File: src/core/asp_pkg.sv
package asp_pkg;
    // falling-edge count thresholds of the serial clock
    localparam logic [4:0] GLITCH_FALLS = 5'h02;  // below this a rise is a glitch
    localparam logic [4:0] WAKE_FALLS   = 5'h0a;  // edges needed to stay powered
    localparam logic [4:0] FRAME_FALLS  = 5'h10;  // edges in a full frame
    localparam logic [4:0] TRACK_FALL_W = 5'h0d;  // track point, 12/10-bit variants
    localparam logic [4:0] TRACK_FALL_N = 5'h0b;  // track point, 8-bit variant
    localparam logic [4:0] CNT_MAX      = 5'h1f;  // counter saturates here
    // result word layout
    localparam int WORD_BITS  = 16;
    localparam int LEAD_ZEROS = 4;
    localparam int RES_MAX    = 12;
    localparam int FIFO_DEPTH = 16;
    // reset values of pins and controls
    localparam logic CS_IDLE   = 1'b1;
    localparam logic SCLK_IDLE = 1'b0;
    localparam logic OE_OFF    = 1'b1;
    localparam logic PWR_AT_RST = 1'b1;

    typedef enum logic [2:0] {
        MODE_NORMAL  = 3'h1,
        MODE_DOWN    = 3'h2,
        MODE_WAKING  = 3'h4
    } asp_mode_t;

    localparam asp_mode_t MODE_AT_RST = MODE_NORMAL;
endpackage

File: src/core/asp_fifo.sv
`timescale 1ns/1ps
module asp_fifo #(
    parameter int WIDTH = 12,
    parameter int DEPTH = 16
) (
    // clock and reset
    input  wire logic             clock,
    input  wire logic             rst,
    // filling side
    input  wire logic             in_valid,
    output logic                  in_ready,
    input  wire logic [WIDTH-1:0] in_data,
    // draining side
    output logic                  out_valid,
    input  wire logic             out_ready,
    output logic [WIDTH-1:0]      out_data
);
    localparam int AW = $clog2(DEPTH);

    typedef struct packed {
        logic [DEPTH-1:0][WIDTH-1:0] mem;
        logic [AW-1:0]               wr;
        logic [AW-1:0]               rd;
        logic [AW:0]                 cnt;
        logic                        full;
        logic                        empty;
        logic [WIDTH-1:0]            head;
    } asp_fifo_st_t;

    asp_fifo_st_t st_reg;
    asp_fifo_st_t st_next;
    logic         push;
    logic         pop;

    // pointer, count and flag update
    always_comb begin
        st_next = st_reg;
        push    = in_valid && !st_reg.full;
        pop     = out_ready && !st_reg.empty;
        if (push) begin
            st_next.mem[st_reg.wr] = in_data;
            st_next.wr = st_reg.wr + AW'(1);
        end
        if (pop) begin
            st_next.rd = st_reg.rd + AW'(1);
        end
        if (push && !pop) begin
            st_next.cnt = st_reg.cnt + (AW+1)'(1);
        end else if (pop && !push) begin
            st_next.cnt = st_reg.cnt - (AW+1)'(1);
        end
        st_next.full  = (st_next.cnt == (AW+1)'(DEPTH));
        st_next.empty = (st_next.cnt == '0);
        st_next.head  = st_next.mem[st_next.rd];  // oldest word kept in its own register
    end

    // state register
    always_ff @(posedge clock or posedge rst) begin
        if (rst) begin
            st_reg       <= '0;
            st_reg.empty <= 1'b1;
        end else begin
            st_reg <= st_next;
        end
    end

    assign in_ready  = !st_reg.full;
    assign out_valid = !st_reg.empty;
    assign out_data  = st_reg.head;  // read data straight from a register
endmodule

File: src/core/asp_ctrl.sv
// Overview of operation
// - three modes (normal, power-down, waking); rise timing picks normal or power-down
// - chip-select fall starts sampling and conversion
// - rise after tenth edge: stay powered, abort
// - full frame is sixteen clocks for every variant
// - power-down switches all analog circuitry off
// - rise between second and tenth edge powers down
// - rise before second edge keeps normal mode
// - chip-select fall starts wake from power-down
// - wake completes after sixteen clocks
// - early rise during wake returns to power-down
// - word is four zeros, result, trailing zeros
// - chip-select fall holds sample, drives output
// - track resumes after thirteenth falling edge, eleventh on 8-bit
// - output releases on sixteenth falling edge
`timescale 1ns/1ps
module asp_ctrl #(
    parameter int RES_BITS = 12
) (
    // clock and reset
    input  wire logic                clock,
    input  wire logic                rst,
    // serial pins from the host
    input  wire logic                cs_n,
    input  wire logic                sclk,
    // serial result pin, three signals
    input  wire logic                serial_result_in,
    output logic                     serial_result_out,
    output logic                     serial_result_oe_n,
    // results from the converter core
    input  wire logic                conv_valid,
    output logic                     conv_ready,
    input  wire logic [RES_BITS-1:0] conv_data,
    // analog control and status
    output logic                     conv_start,
    output logic                     hold_en,
    output logic                     analog_power_en,
    output logic                     power_down_st
);
    localparam int SHIFT_AMT = asp_pkg::RES_MAX - RES_BITS;
    localparam logic [4:0] TRACK_CNT =
        (RES_BITS == 8) ? asp_pkg::TRACK_FALL_N : asp_pkg::TRACK_FALL_W;

    // all frame, mode and pin-sync state in one register
    typedef struct packed {
        logic                cs_s1;
        logic                cs_s2;
        logic                cs_d;
        logic                sclk_s1;
        logic                sclk_s2;
        logic                sclk_d;
        logic [4:0]          fall_cnt;
        logic                active;
        asp_pkg::asp_mode_t  mode;
        logic [asp_pkg::WORD_BITS-1:0] shift;
        logic                dout;
        logic                oe_n;
        logic                hold;
        logic                pwr_en;
        logic                start;
        logic                down;
        logic                ready;
    } asp_ctl_t;

    asp_ctl_t st_reg;
    asp_ctl_t st_next;

    logic                fifo_valid;
    logic                fifo_full_n;
    logic [RES_BITS-1:0] fifo_data;
    logic                fifo_pop;
    logic                cs_fall;
    logic                cs_rise;
    logic                sclk_fall;
    logic                sclk_rise;

    // place a result into the sixteen-bit output word
    function automatic logic [asp_pkg::WORD_BITS-1:0] fmt_word(
        input logic [RES_BITS-1:0] d
    );
        logic [asp_pkg::WORD_BITS-1:0] w;
        w = asp_pkg::WORD_BITS'(d);
        return w << SHIFT_AMT;
    endfunction

    // result buffer between converter core and serial port
    asp_fifo #(
        .WIDTH (RES_BITS),
        .DEPTH (asp_pkg::FIFO_DEPTH)
    ) u_fifo (
        .clock     (clock),
        .rst       (rst),
        .in_valid  (conv_valid),
        .in_ready  (fifo_full_n),
        .in_data   (conv_data),
        .out_valid (fifo_valid),
        .out_ready (fifo_pop),
        .out_data  (fifo_data)
    );

    // pin edges, read only from the second and third sync stages
    assign cs_fall   = !st_reg.cs_s2 && st_reg.cs_d;
    assign cs_rise   = st_reg.cs_s2 && !st_reg.cs_d;
    assign sclk_fall = !st_reg.sclk_s2 && st_reg.sclk_d;
    assign sclk_rise = st_reg.sclk_s2 && !st_reg.sclk_d;
    assign fifo_pop  = cs_fall && fifo_valid;

    // frame sequencing and mode decision
    always_comb begin
        st_next         = st_reg;
        st_next.cs_s1   = cs_n;
        st_next.cs_s2   = st_reg.cs_s1;
        st_next.cs_d    = st_reg.cs_s2;
        st_next.sclk_s1 = sclk;
        st_next.sclk_s2 = st_reg.sclk_s1;
        st_next.sclk_d  = st_reg.sclk_s2;
        st_next.start   = 1'b0;
        st_next.ready   = fifo_full_n;
        if (cs_fall) begin
            // sample, start conversion and drive the first zero
            st_next.fall_cnt = '0;
            st_next.active   = 1'b1;
            st_next.start    = 1'b1;
            st_next.hold     = 1'b1;
            st_next.oe_n     = 1'b0;
            st_next.shift    = fifo_valid ? fmt_word(fifo_data) : '0;
            st_next.dout     = st_next.shift[asp_pkg::WORD_BITS-1];
            st_next.shift    = st_next.shift << 1;
            if (st_reg.mode == asp_pkg::MODE_DOWN) begin
                st_next.mode   = asp_pkg::MODE_WAKING;
                st_next.pwr_en = 1'b1;
            end
        end else if (cs_rise) begin
            // end of frame: abort and decide the mode from the count
            st_next.active = 1'b0;
            st_next.oe_n   = asp_pkg::OE_OFF;
            st_next.hold   = 1'b0;
            case (st_reg.mode)
                asp_pkg::MODE_NORMAL: begin
                    if (st_reg.fall_cnt < asp_pkg::GLITCH_FALLS) begin
                        st_next.mode = asp_pkg::MODE_NORMAL;
                    end else if (st_reg.fall_cnt < asp_pkg::WAKE_FALLS) begin
                        st_next.mode   = asp_pkg::MODE_DOWN;
                        st_next.pwr_en = 1'b0;
                        st_next.hold   = 1'b1;
                    end else begin
                        st_next.mode = asp_pkg::MODE_NORMAL;
                    end
                end
                asp_pkg::MODE_WAKING: begin
                    if (st_reg.fall_cnt < asp_pkg::WAKE_FALLS) begin
                        st_next.mode   = asp_pkg::MODE_DOWN;
                        st_next.pwr_en = 1'b0;
                        st_next.hold   = 1'b1;
                    end else begin
                        st_next.mode = asp_pkg::MODE_NORMAL;
                    end
                end
                default: begin
                    st_next.mode = st_reg.mode;
                end
            endcase
            st_next.fall_cnt = '0;
        end else if (!st_reg.cs_s2) begin
            if (sclk_fall) begin
                // count edges and move the next bit out
                if (st_reg.fall_cnt != asp_pkg::CNT_MAX) begin
                    st_next.fall_cnt = st_reg.fall_cnt + 5'h01;
                end
                if (st_reg.active) begin
                    st_next.dout  = st_reg.shift[asp_pkg::WORD_BITS-1];
                    st_next.shift = st_reg.shift << 1;
                    if (st_next.fall_cnt == asp_pkg::FRAME_FALLS) begin
                        st_next.active = 1'b0;
                        st_next.oe_n   = asp_pkg::OE_OFF;
                        if (st_reg.mode == asp_pkg::MODE_WAKING) begin
                            st_next.mode = asp_pkg::MODE_NORMAL;
                        end
                    end
                end
            end else if (sclk_rise) begin
                // return to track once conversion is done, or at wake start
                if (st_reg.active && st_reg.fall_cnt == TRACK_CNT) begin
                    st_next.hold = 1'b0;
                end
                if (st_reg.mode == asp_pkg::MODE_WAKING && st_reg.fall_cnt == '0) begin
                    st_next.hold = 1'b0;
                end
            end
        end
        st_next.down = (st_next.mode == asp_pkg::MODE_DOWN);
    end

    // state register; power-on mode is a fixed guess, fixed by a dummy frame
    always_ff @(posedge clock or posedge rst) begin
        if (rst) begin
            st_reg         <= '0;
            st_reg.cs_s1   <= asp_pkg::CS_IDLE;
            st_reg.cs_s2   <= asp_pkg::CS_IDLE;
            st_reg.cs_d    <= asp_pkg::CS_IDLE;
            st_reg.sclk_s1 <= asp_pkg::SCLK_IDLE;
            st_reg.sclk_s2 <= asp_pkg::SCLK_IDLE;
            st_reg.sclk_d  <= asp_pkg::SCLK_IDLE;
            st_reg.mode    <= asp_pkg::MODE_AT_RST;
            st_reg.oe_n    <= asp_pkg::OE_OFF;
            st_reg.pwr_en  <= asp_pkg::PWR_AT_RST;
        end else begin
            st_reg <= st_next;
        end
    end

    // outputs straight from the state register
    assign serial_result_out  = st_reg.dout;
    assign serial_result_oe_n = st_reg.oe_n;
    assign conv_ready         = st_reg.ready;
    assign conv_start         = st_reg.start;
    assign hold_en            = st_reg.hold;
    assign analog_power_en    = st_reg.pwr_en;
    assign power_down_st      = st_reg.down;
endmodule

File: config.mk
export PLATFORM = sky130hd
export DESIGN_NAME = asp_ctrl
export DESIGN_NICKNAME = d
export VERILOG_FILES = /design/src/core/asp_pkg.sv /design/src/core/asp_fifo.sv /design/src/core/asp_ctrl.sv
export SDC_FILE = /design/constraint.sdc
export NUM_CORES = 1
export LEC_CHECK = 0
export BUFFER_PORTS_ARGS = -buffer_cell sky130_fd_sc_hd__buf_2
export CORE_MARGIN = 3
export CORE_UTILIZATION = 50
export CTS_CLUSTER_DIAMETER = 150
export DETAILED_ROUTE_END_ITERATION = 8
export PLACE_DENSITY_LB_ADDON = 0.25
export SLEW_MARGIN = 10
export SYNTH_ARGS = -nofsm -noshare
export SYNTH_HDL_FRONTEND = slang
export SYNTH_SLANG_ARGS = --single-unit
File: constraint.sdc
create_clock -name clock -period 19.75 [get_ports clock]
set_input_delay 0.9875 -clock clock [delete_from_list [all_inputs] [get_ports clock]]
set_output_delay 0.9875 -clock clock [all_outputs]
set_load 0.01 [all_outputs]
==> run_summary.xml <==
<?xml version="1.0" encoding="UTF-8"?>
<metrics>
  <group name="drt">
    <metric name="post_drt_via_cell_ratio" unit="">6.30</metric>
    <metric name="drc_errors" unit="">0</metric>
    <metric name="route.final.wire_length" unit="mm">36.4</metric>
    <metric name="drt_pass1_iterations" unit="">5</metric>
    <metric name="drt.antenna.violating_nets" unit="">0</metric>
    <metric name="vias" unit="">10616</metric>
    <metric name="wl_per_cell" unit="um">21.6</metric>
    <metric name="drtIter0Drc" unit="">896</metric>
  </group>
  <group name="clock_network">
    <metric name="clk_pin_slew" unit="ns">0.06</metric>
    <metric name="numCtsBuffers" unit="">29</metric>
    <metric name="holdBufCountCts" unit="">0</metric>
    <metric name="post_cts_setup_buffer_count" unit="">0</metric>
    <metric name="root_buffer" unit="">sky130_fd_sc_hd__clkbuf_16</metric>
    <metric name="cts_max_level" unit="">1</metric>
    <metric name="cts_tree" unit="">yes</metric>
    <metric name="cts_max_path_buffers" unit="">3</metric>
    <metric name="clk-insertion-delay-late" unit="ns">0.55</metric>
    <metric name="cts_sinks" unit="">256</metric>
    <metric name="cts-resized-gates" unit="">0</metric>
  </group>
  <group name="worst_setup_path">
    <metric name="cell_family_with_the_largest_share_of_critical_path_delay" unit="">buffers and inverters</metric>
    <metric name="critPathLaunchType" unit="">flop</metric>
    <metric name="critical_path_class" unit="">flop to flop</metric>
    <metric name="critical_path.n_buffers_inverters" unit="">4</metric>
    <metric name="critPathSlowestCell" unit="">sky130_fd_sc_hd__a2111oi_0</metric>
    <metric name="critical_path.endpoint_type" unit="">flop</metric>
    <metric name="crit_path_frequent_cell" unit="">sky130_fd_sc_hd__buf_4</metric>
    <metric name="worst_ep_required_time" unit="ns">20.12</metric>
    <metric name="crit_fanout" unit="">53</metric>
    <metric name="cp_data_arrival_time" unit="ns">5.93</metric>
    <metric name="cpPeakStageDelay" unit="ns">0.99</metric>
    <metric name="path_cells" unit="">ha_1 -&gt; and2b_1 -&gt; xnor2_4 -&gt; buf_4 -&gt; inv_2 -&gt; buf_4 -&gt; o21ai_1 -&gt; buf_4 -&gt; o221a_2 -&gt; a2111oi_0 -&gt; nor3_1</metric>
  </group>
  <group name="job">
    <metric name="cap_viol_max_count" unit="">0</metric>
  </group>
  <group name="power">
    <metric name="pwr_density_cell" unit="mW/mm^2">175</metric>
    <metric name="sequentialPowerShare" unit="">0.346</metric>
    <metric name="comb_power_share" unit="">0.439</metric>
    <metric name="power.switching_fraction" unit="">0.399</metric>
    <metric name="ir_worst_vdd" unit="uV">83.5</metric>
    <metric name="internal_power" unit="uW">1540</metric>
    <metric name="switching_power" unit="uW">1020</metric>
    <metric name="clkPwrFrac" unit="">0.215</metric>
    <metric name="power" unit="uW">2560</metric>
    <metric name="p_leak" unit="uW">0.00629</metric>
  </group>
  <group name="layout">
    <metric name="largest_register_ff_count" unit="">207</metric>
    <metric name="n_fill_cell" unit="">2336</metric>
    <metric name="number_of_antenna_repair_diodes" unit="">0</metric>
    <metric name="syn_to_final_growth" unit="%">9.79</metric>
    <metric name="finalNonFillerCells" unit="">1684</metric>
    <metric name="finish.net_count" unit="">1358</metric>
    <metric name="drive_gt1_frac" unit="">0.200</metric>
  </group>
  <group name="die">
    <metric name="start_util" unit="">0.512</metric>
    <metric name="floorplan.die.width" unit="um">170</metric>
    <metric name="die_y" unit="um">170</metric>
    <metric name="core" unit="mm^2">0.0261</metric>
    <metric name="rows" unit="">59</metric>
    <metric name="die_area" unit="mm^2">0.0287</metric>
    <metric name="num_io_pins" unit="">25</metric>
  </group>
  <group name="yosys">
    <metric name="largest_family_of_logic_cells_by_synthesized_area" unit="">compound AO/OA/AOI/OAI gates</metric>
    <metric name="synth.yosys.warnings" unit="">0</metric>
    <metric name="post_synth_mux_area_share" unit="">0.123</metric>
    <metric name="post_synth_fa_ha_maj_area_fraction" unit="">0.0122</metric>
    <metric name="synth_compound_area_frac" unit="">0.181</metric>
    <metric name="synthXorXnorAreaFrac" unit="">0.00861</metric>
    <metric name="synth_seq_area_share" unit="">0.480</metric>
    <metric name="synth_area_per_cell" unit="um^2">9.89</metric>
    <metric name="synth.top_cells.by_count" unit="">249 x sky130_fd_sc_hd__dfrtp_1, 206 x sky130_fd_sc_hd__nand2_1, 135 x sky130_fd_sc_hd__o21ai_0</metric>
    <metric name="ffs_w_async_s_r_synth" unit="">1.00</metric>
    <metric name="yosysMostFrequentCell" unit="">sky130_fd_sc_hd__dfrtp_1</metric>
    <metric name="synth_edf_count" unit="">0</metric>
    <metric name="netlist_area" unit="mm^2">0.0134</metric>
    <metric name="synthFlopType" unit="">sky130_fd_sc_hd__dfrtp_1</metric>
    <metric name="synthDominantCellAreaShare" unit="">0.466</metric>
    <metric name="synth_area_leaders" unit="">sky130_fd_sc_hd__dfrtp_1 47%, sky130_fd_sc_hd__mux2_2 10%, sky130_fd_sc_hd__nand2_1 5.8%</metric>
    <metric name="postSynthRegisterBits" unit="">256</metric>
    <metric name="synth_simple_gate_area_share" unit="">0.150</metric>
    <metric name="synthesis.instances" unit="">1351</metric>
    <metric name="synth_top_cell_by_area" unit="">sky130_fd_sc_hd__dfrtp_1</metric>
    <metric name="syn-num-nets" unit="">1382</metric>
    <metric name="netlist-cell-type-count" unit="">76</metric>
  </group>
  <group name="global_route">
    <metric name="overall_fraction_of_global_route_tracks_in_use" unit="">0.254</metric>
    <metric name="grt_first_pass_wirelength" unit="mm">57.9</metric>
    <metric name="final_global_route_overflow_total" unit="">0</metric>
    <metric name="grt_start_max_net_pins" unit="">127</metric>
    <metric name="antenna_found_initial" unit="">0</metric>
    <metric name="via_count_of_the_first_global_routing_pass" unit="">10231</metric>
  </group>
  <group name="sta">
    <metric name="worst_case_hold_slack" unit="ns">0.353</metric>
    <metric name="maxSlewViolCount" unit="">0</metric>
    <metric name="min_period_over_period" unit="">0.282</metric>
    <metric name="timing.clock.skew" unit="ns">0.0194</metric>
    <metric name="fmaxAchievable" unit="MHz">180</metric>
    <metric name="hold_violations" unit="">0</metric>
    <metric name="max_slew.worst_pin.slew" unit="ns">1.15</metric>
    <metric name="rsz0062_at_grt" unit="">false</metric>
    <metric name="finalWorstPathRequiredPeriod" unit="ns">5.56</metric>
    <metric name="slew-limit-headroom" unit="">0.212</metric>
    <metric name="finalSetupTns" unit="ns">0</metric>
    <metric name="setup_violations" unit="">0</metric>
  </group>
  <group name="placed_design">
    <metric name="place_congestion" unit="">0.883</metric>
    <metric name="dp_hpwl" unit="mm">22.7</metric>
    <metric name="post-place-cells" unit="">1631</metric>
    <metric name="io_buffer_count" unit="">23</metric>
  </group>
  <group name="worst_hold_path">
    <metric name="min_delay_path_class" unit="">flop to flop</metric>
  </group>
  <group name="run_status">
    <metric name="outcome" unit="">complete, no violations</metric>
  </group>
</metrics>
## worst reg2reg max path: cells and delay by family (launching register included)
kind | cells | cell delay, ns
simple gates | 2 | 0.96
flops | 1 | 0.54
fa+ha+maj | 1 | 0.54
compound gates | 3 | 1.40
buf+inv | 4 | 1.86
xor+xnor | 1 | 0.08
## final timing paths
check / slack, ns / depth (start not counted) / from / end
max: 14.19 / 11 / st_reg[35]$_DFF_PP1_ / u_fifo.out_data[7]$_DFF_PP0_
min: 0.35 / 0 / st_next[33]$_DFF_PP0_ / st_next[32]$_DFF_PP0_
max reg2reg: 14.19 / 11 / st_reg[35]$_DFF_PP1_ / u_fifo.out_data[7]$_DFF_PP0_
min reg2reg: 0.35 / 0 / st_next[33]$_DFF_PP0_ / st_next[32]$_DFF_PP0_
max in group asynchronous: 17.64 / 3 / rst / u_fifo.st_reg[72]$_DFF_PP0_
min in group asynchronous: 0.65 / 2 / rst / u_fifo.st_reg[23]$_DFFE_PP0P_
## placed cells by master (no fill, tap or decap), types with 5 or more instances in the layout
master                      count
sky130_fd_sc_hd__a2111oi_0     25
sky130_fd_sc_hd__a21oi_1       33
sky130_fd_sc_hd__a22oi_1       14
sky130_fd_sc_hd__a2bb2oi_1     16
sky130_fd_sc_hd__a32o_1         9
sky130_fd_sc_hd__and3b_1        5
sky130_fd_sc_hd__buf_2         23
sky130_fd_sc_hd__buf_4         35
sky130_fd_sc_hd__clkbuf_1       5
sky130_fd_sc_hd__clkbuf_16     29
sky130_fd_sc_hd__clkbuf_8       7
sky130_fd_sc_hd__clkinv_2       7
sky130_fd_sc_hd__dfrtp_1      249
sky130_fd_sc_hd__dfstp_2        7
sky130_fd_sc_hd__ha_1          13
sky130_fd_sc_hd__inv_1         27
sky130_fd_sc_hd__mux2_2       119
sky130_fd_sc_hd__mux2i_1       24
sky130_fd_sc_hd__nand2_1      206
sky130_fd_sc_hd__nand2b_1      11
sky130_fd_sc_hd__nand3_1       20
sky130_fd_sc_hd__nand3b_1       5
sky130_fd_sc_hd__nand4_1        5
sky130_fd_sc_hd__nor2_1        46
sky130_fd_sc_hd__nor2_2         5
sky130_fd_sc_hd__nor3_1        63
sky130_fd_sc_hd__nor4_1        13
sky130_fd_sc_hd__o2111ai_1     10
sky130_fd_sc_hd__o211ai_1      20
sky130_fd_sc_hd__o21ai_0      135
sky130_fd_sc_hd__o221a_2       18
sky130_fd_sc_hd__o22ai_1       13
sky130_fd_sc_hd__o32ai_1       10
sky130_fd_sc_hd__or3_1         29
sky130_fd_sc_hd__xnor2_1        9
## metrics by stage
step                      area, um^2  utilization  worst slack, ns
after floorplan                13400            -            11.73
after global placement         13700        0.524            14.24
final                          14700        0.562            14.19
after CTS                      14700        0.562            14.24
after detailed placement       13700        0.524            14.26
after global routing           14700        0.562            14.03
## metal layers
| metal | track usage | vias to the layer above | wire (um) |
|---|---|---|---|
| met4 | 0.101 | 0 | 1510 |
| met2 | 0.396 | 381 | 16500 |
| met1 | 0.362 | 5240 | 16400 |
| met3 | 0.0328 | 86 | 2090 |
| met5 | 0 | - | 0 |
| li1 | - | 4909 | - |
## layout make-up
cell class / instances / area (um^2) / area share
multi-input combinational: 952 / 6360 / 0.434
clock buffer: 41 / 841 / 0.0573
tap: 335 / 419 / 0.0286
inverter: 30 / 120 / 0.00818
timing repair buffer: 58 / 378 / 0.0257
sequential: 256 / 6410 / 0.437
clock inverter: 12 / 141 / 0.00963
## cells by family after synthesis
family / count (synthesis)
AND/OR/NAND/NOR: 430
XOR/XNOR: 11
multiplexers: 147
adder cells (fa/ha/maj): 13
AO/OA/AOI/OAI: 351
flip-flops: 256
buffers and inverters: 143
## power groups by stage
stage               logic [uW]  registers (uW)  clock network (uW)
detailed placement        1110             889                   0
global placement          1090             881                   0
CTS                       1110             882                 560
global route              1230             914                 580
floorplan                  838             849                   0
finish                    1130             886                 550
No activity file was read; power rests on OpenSTA's default activity.
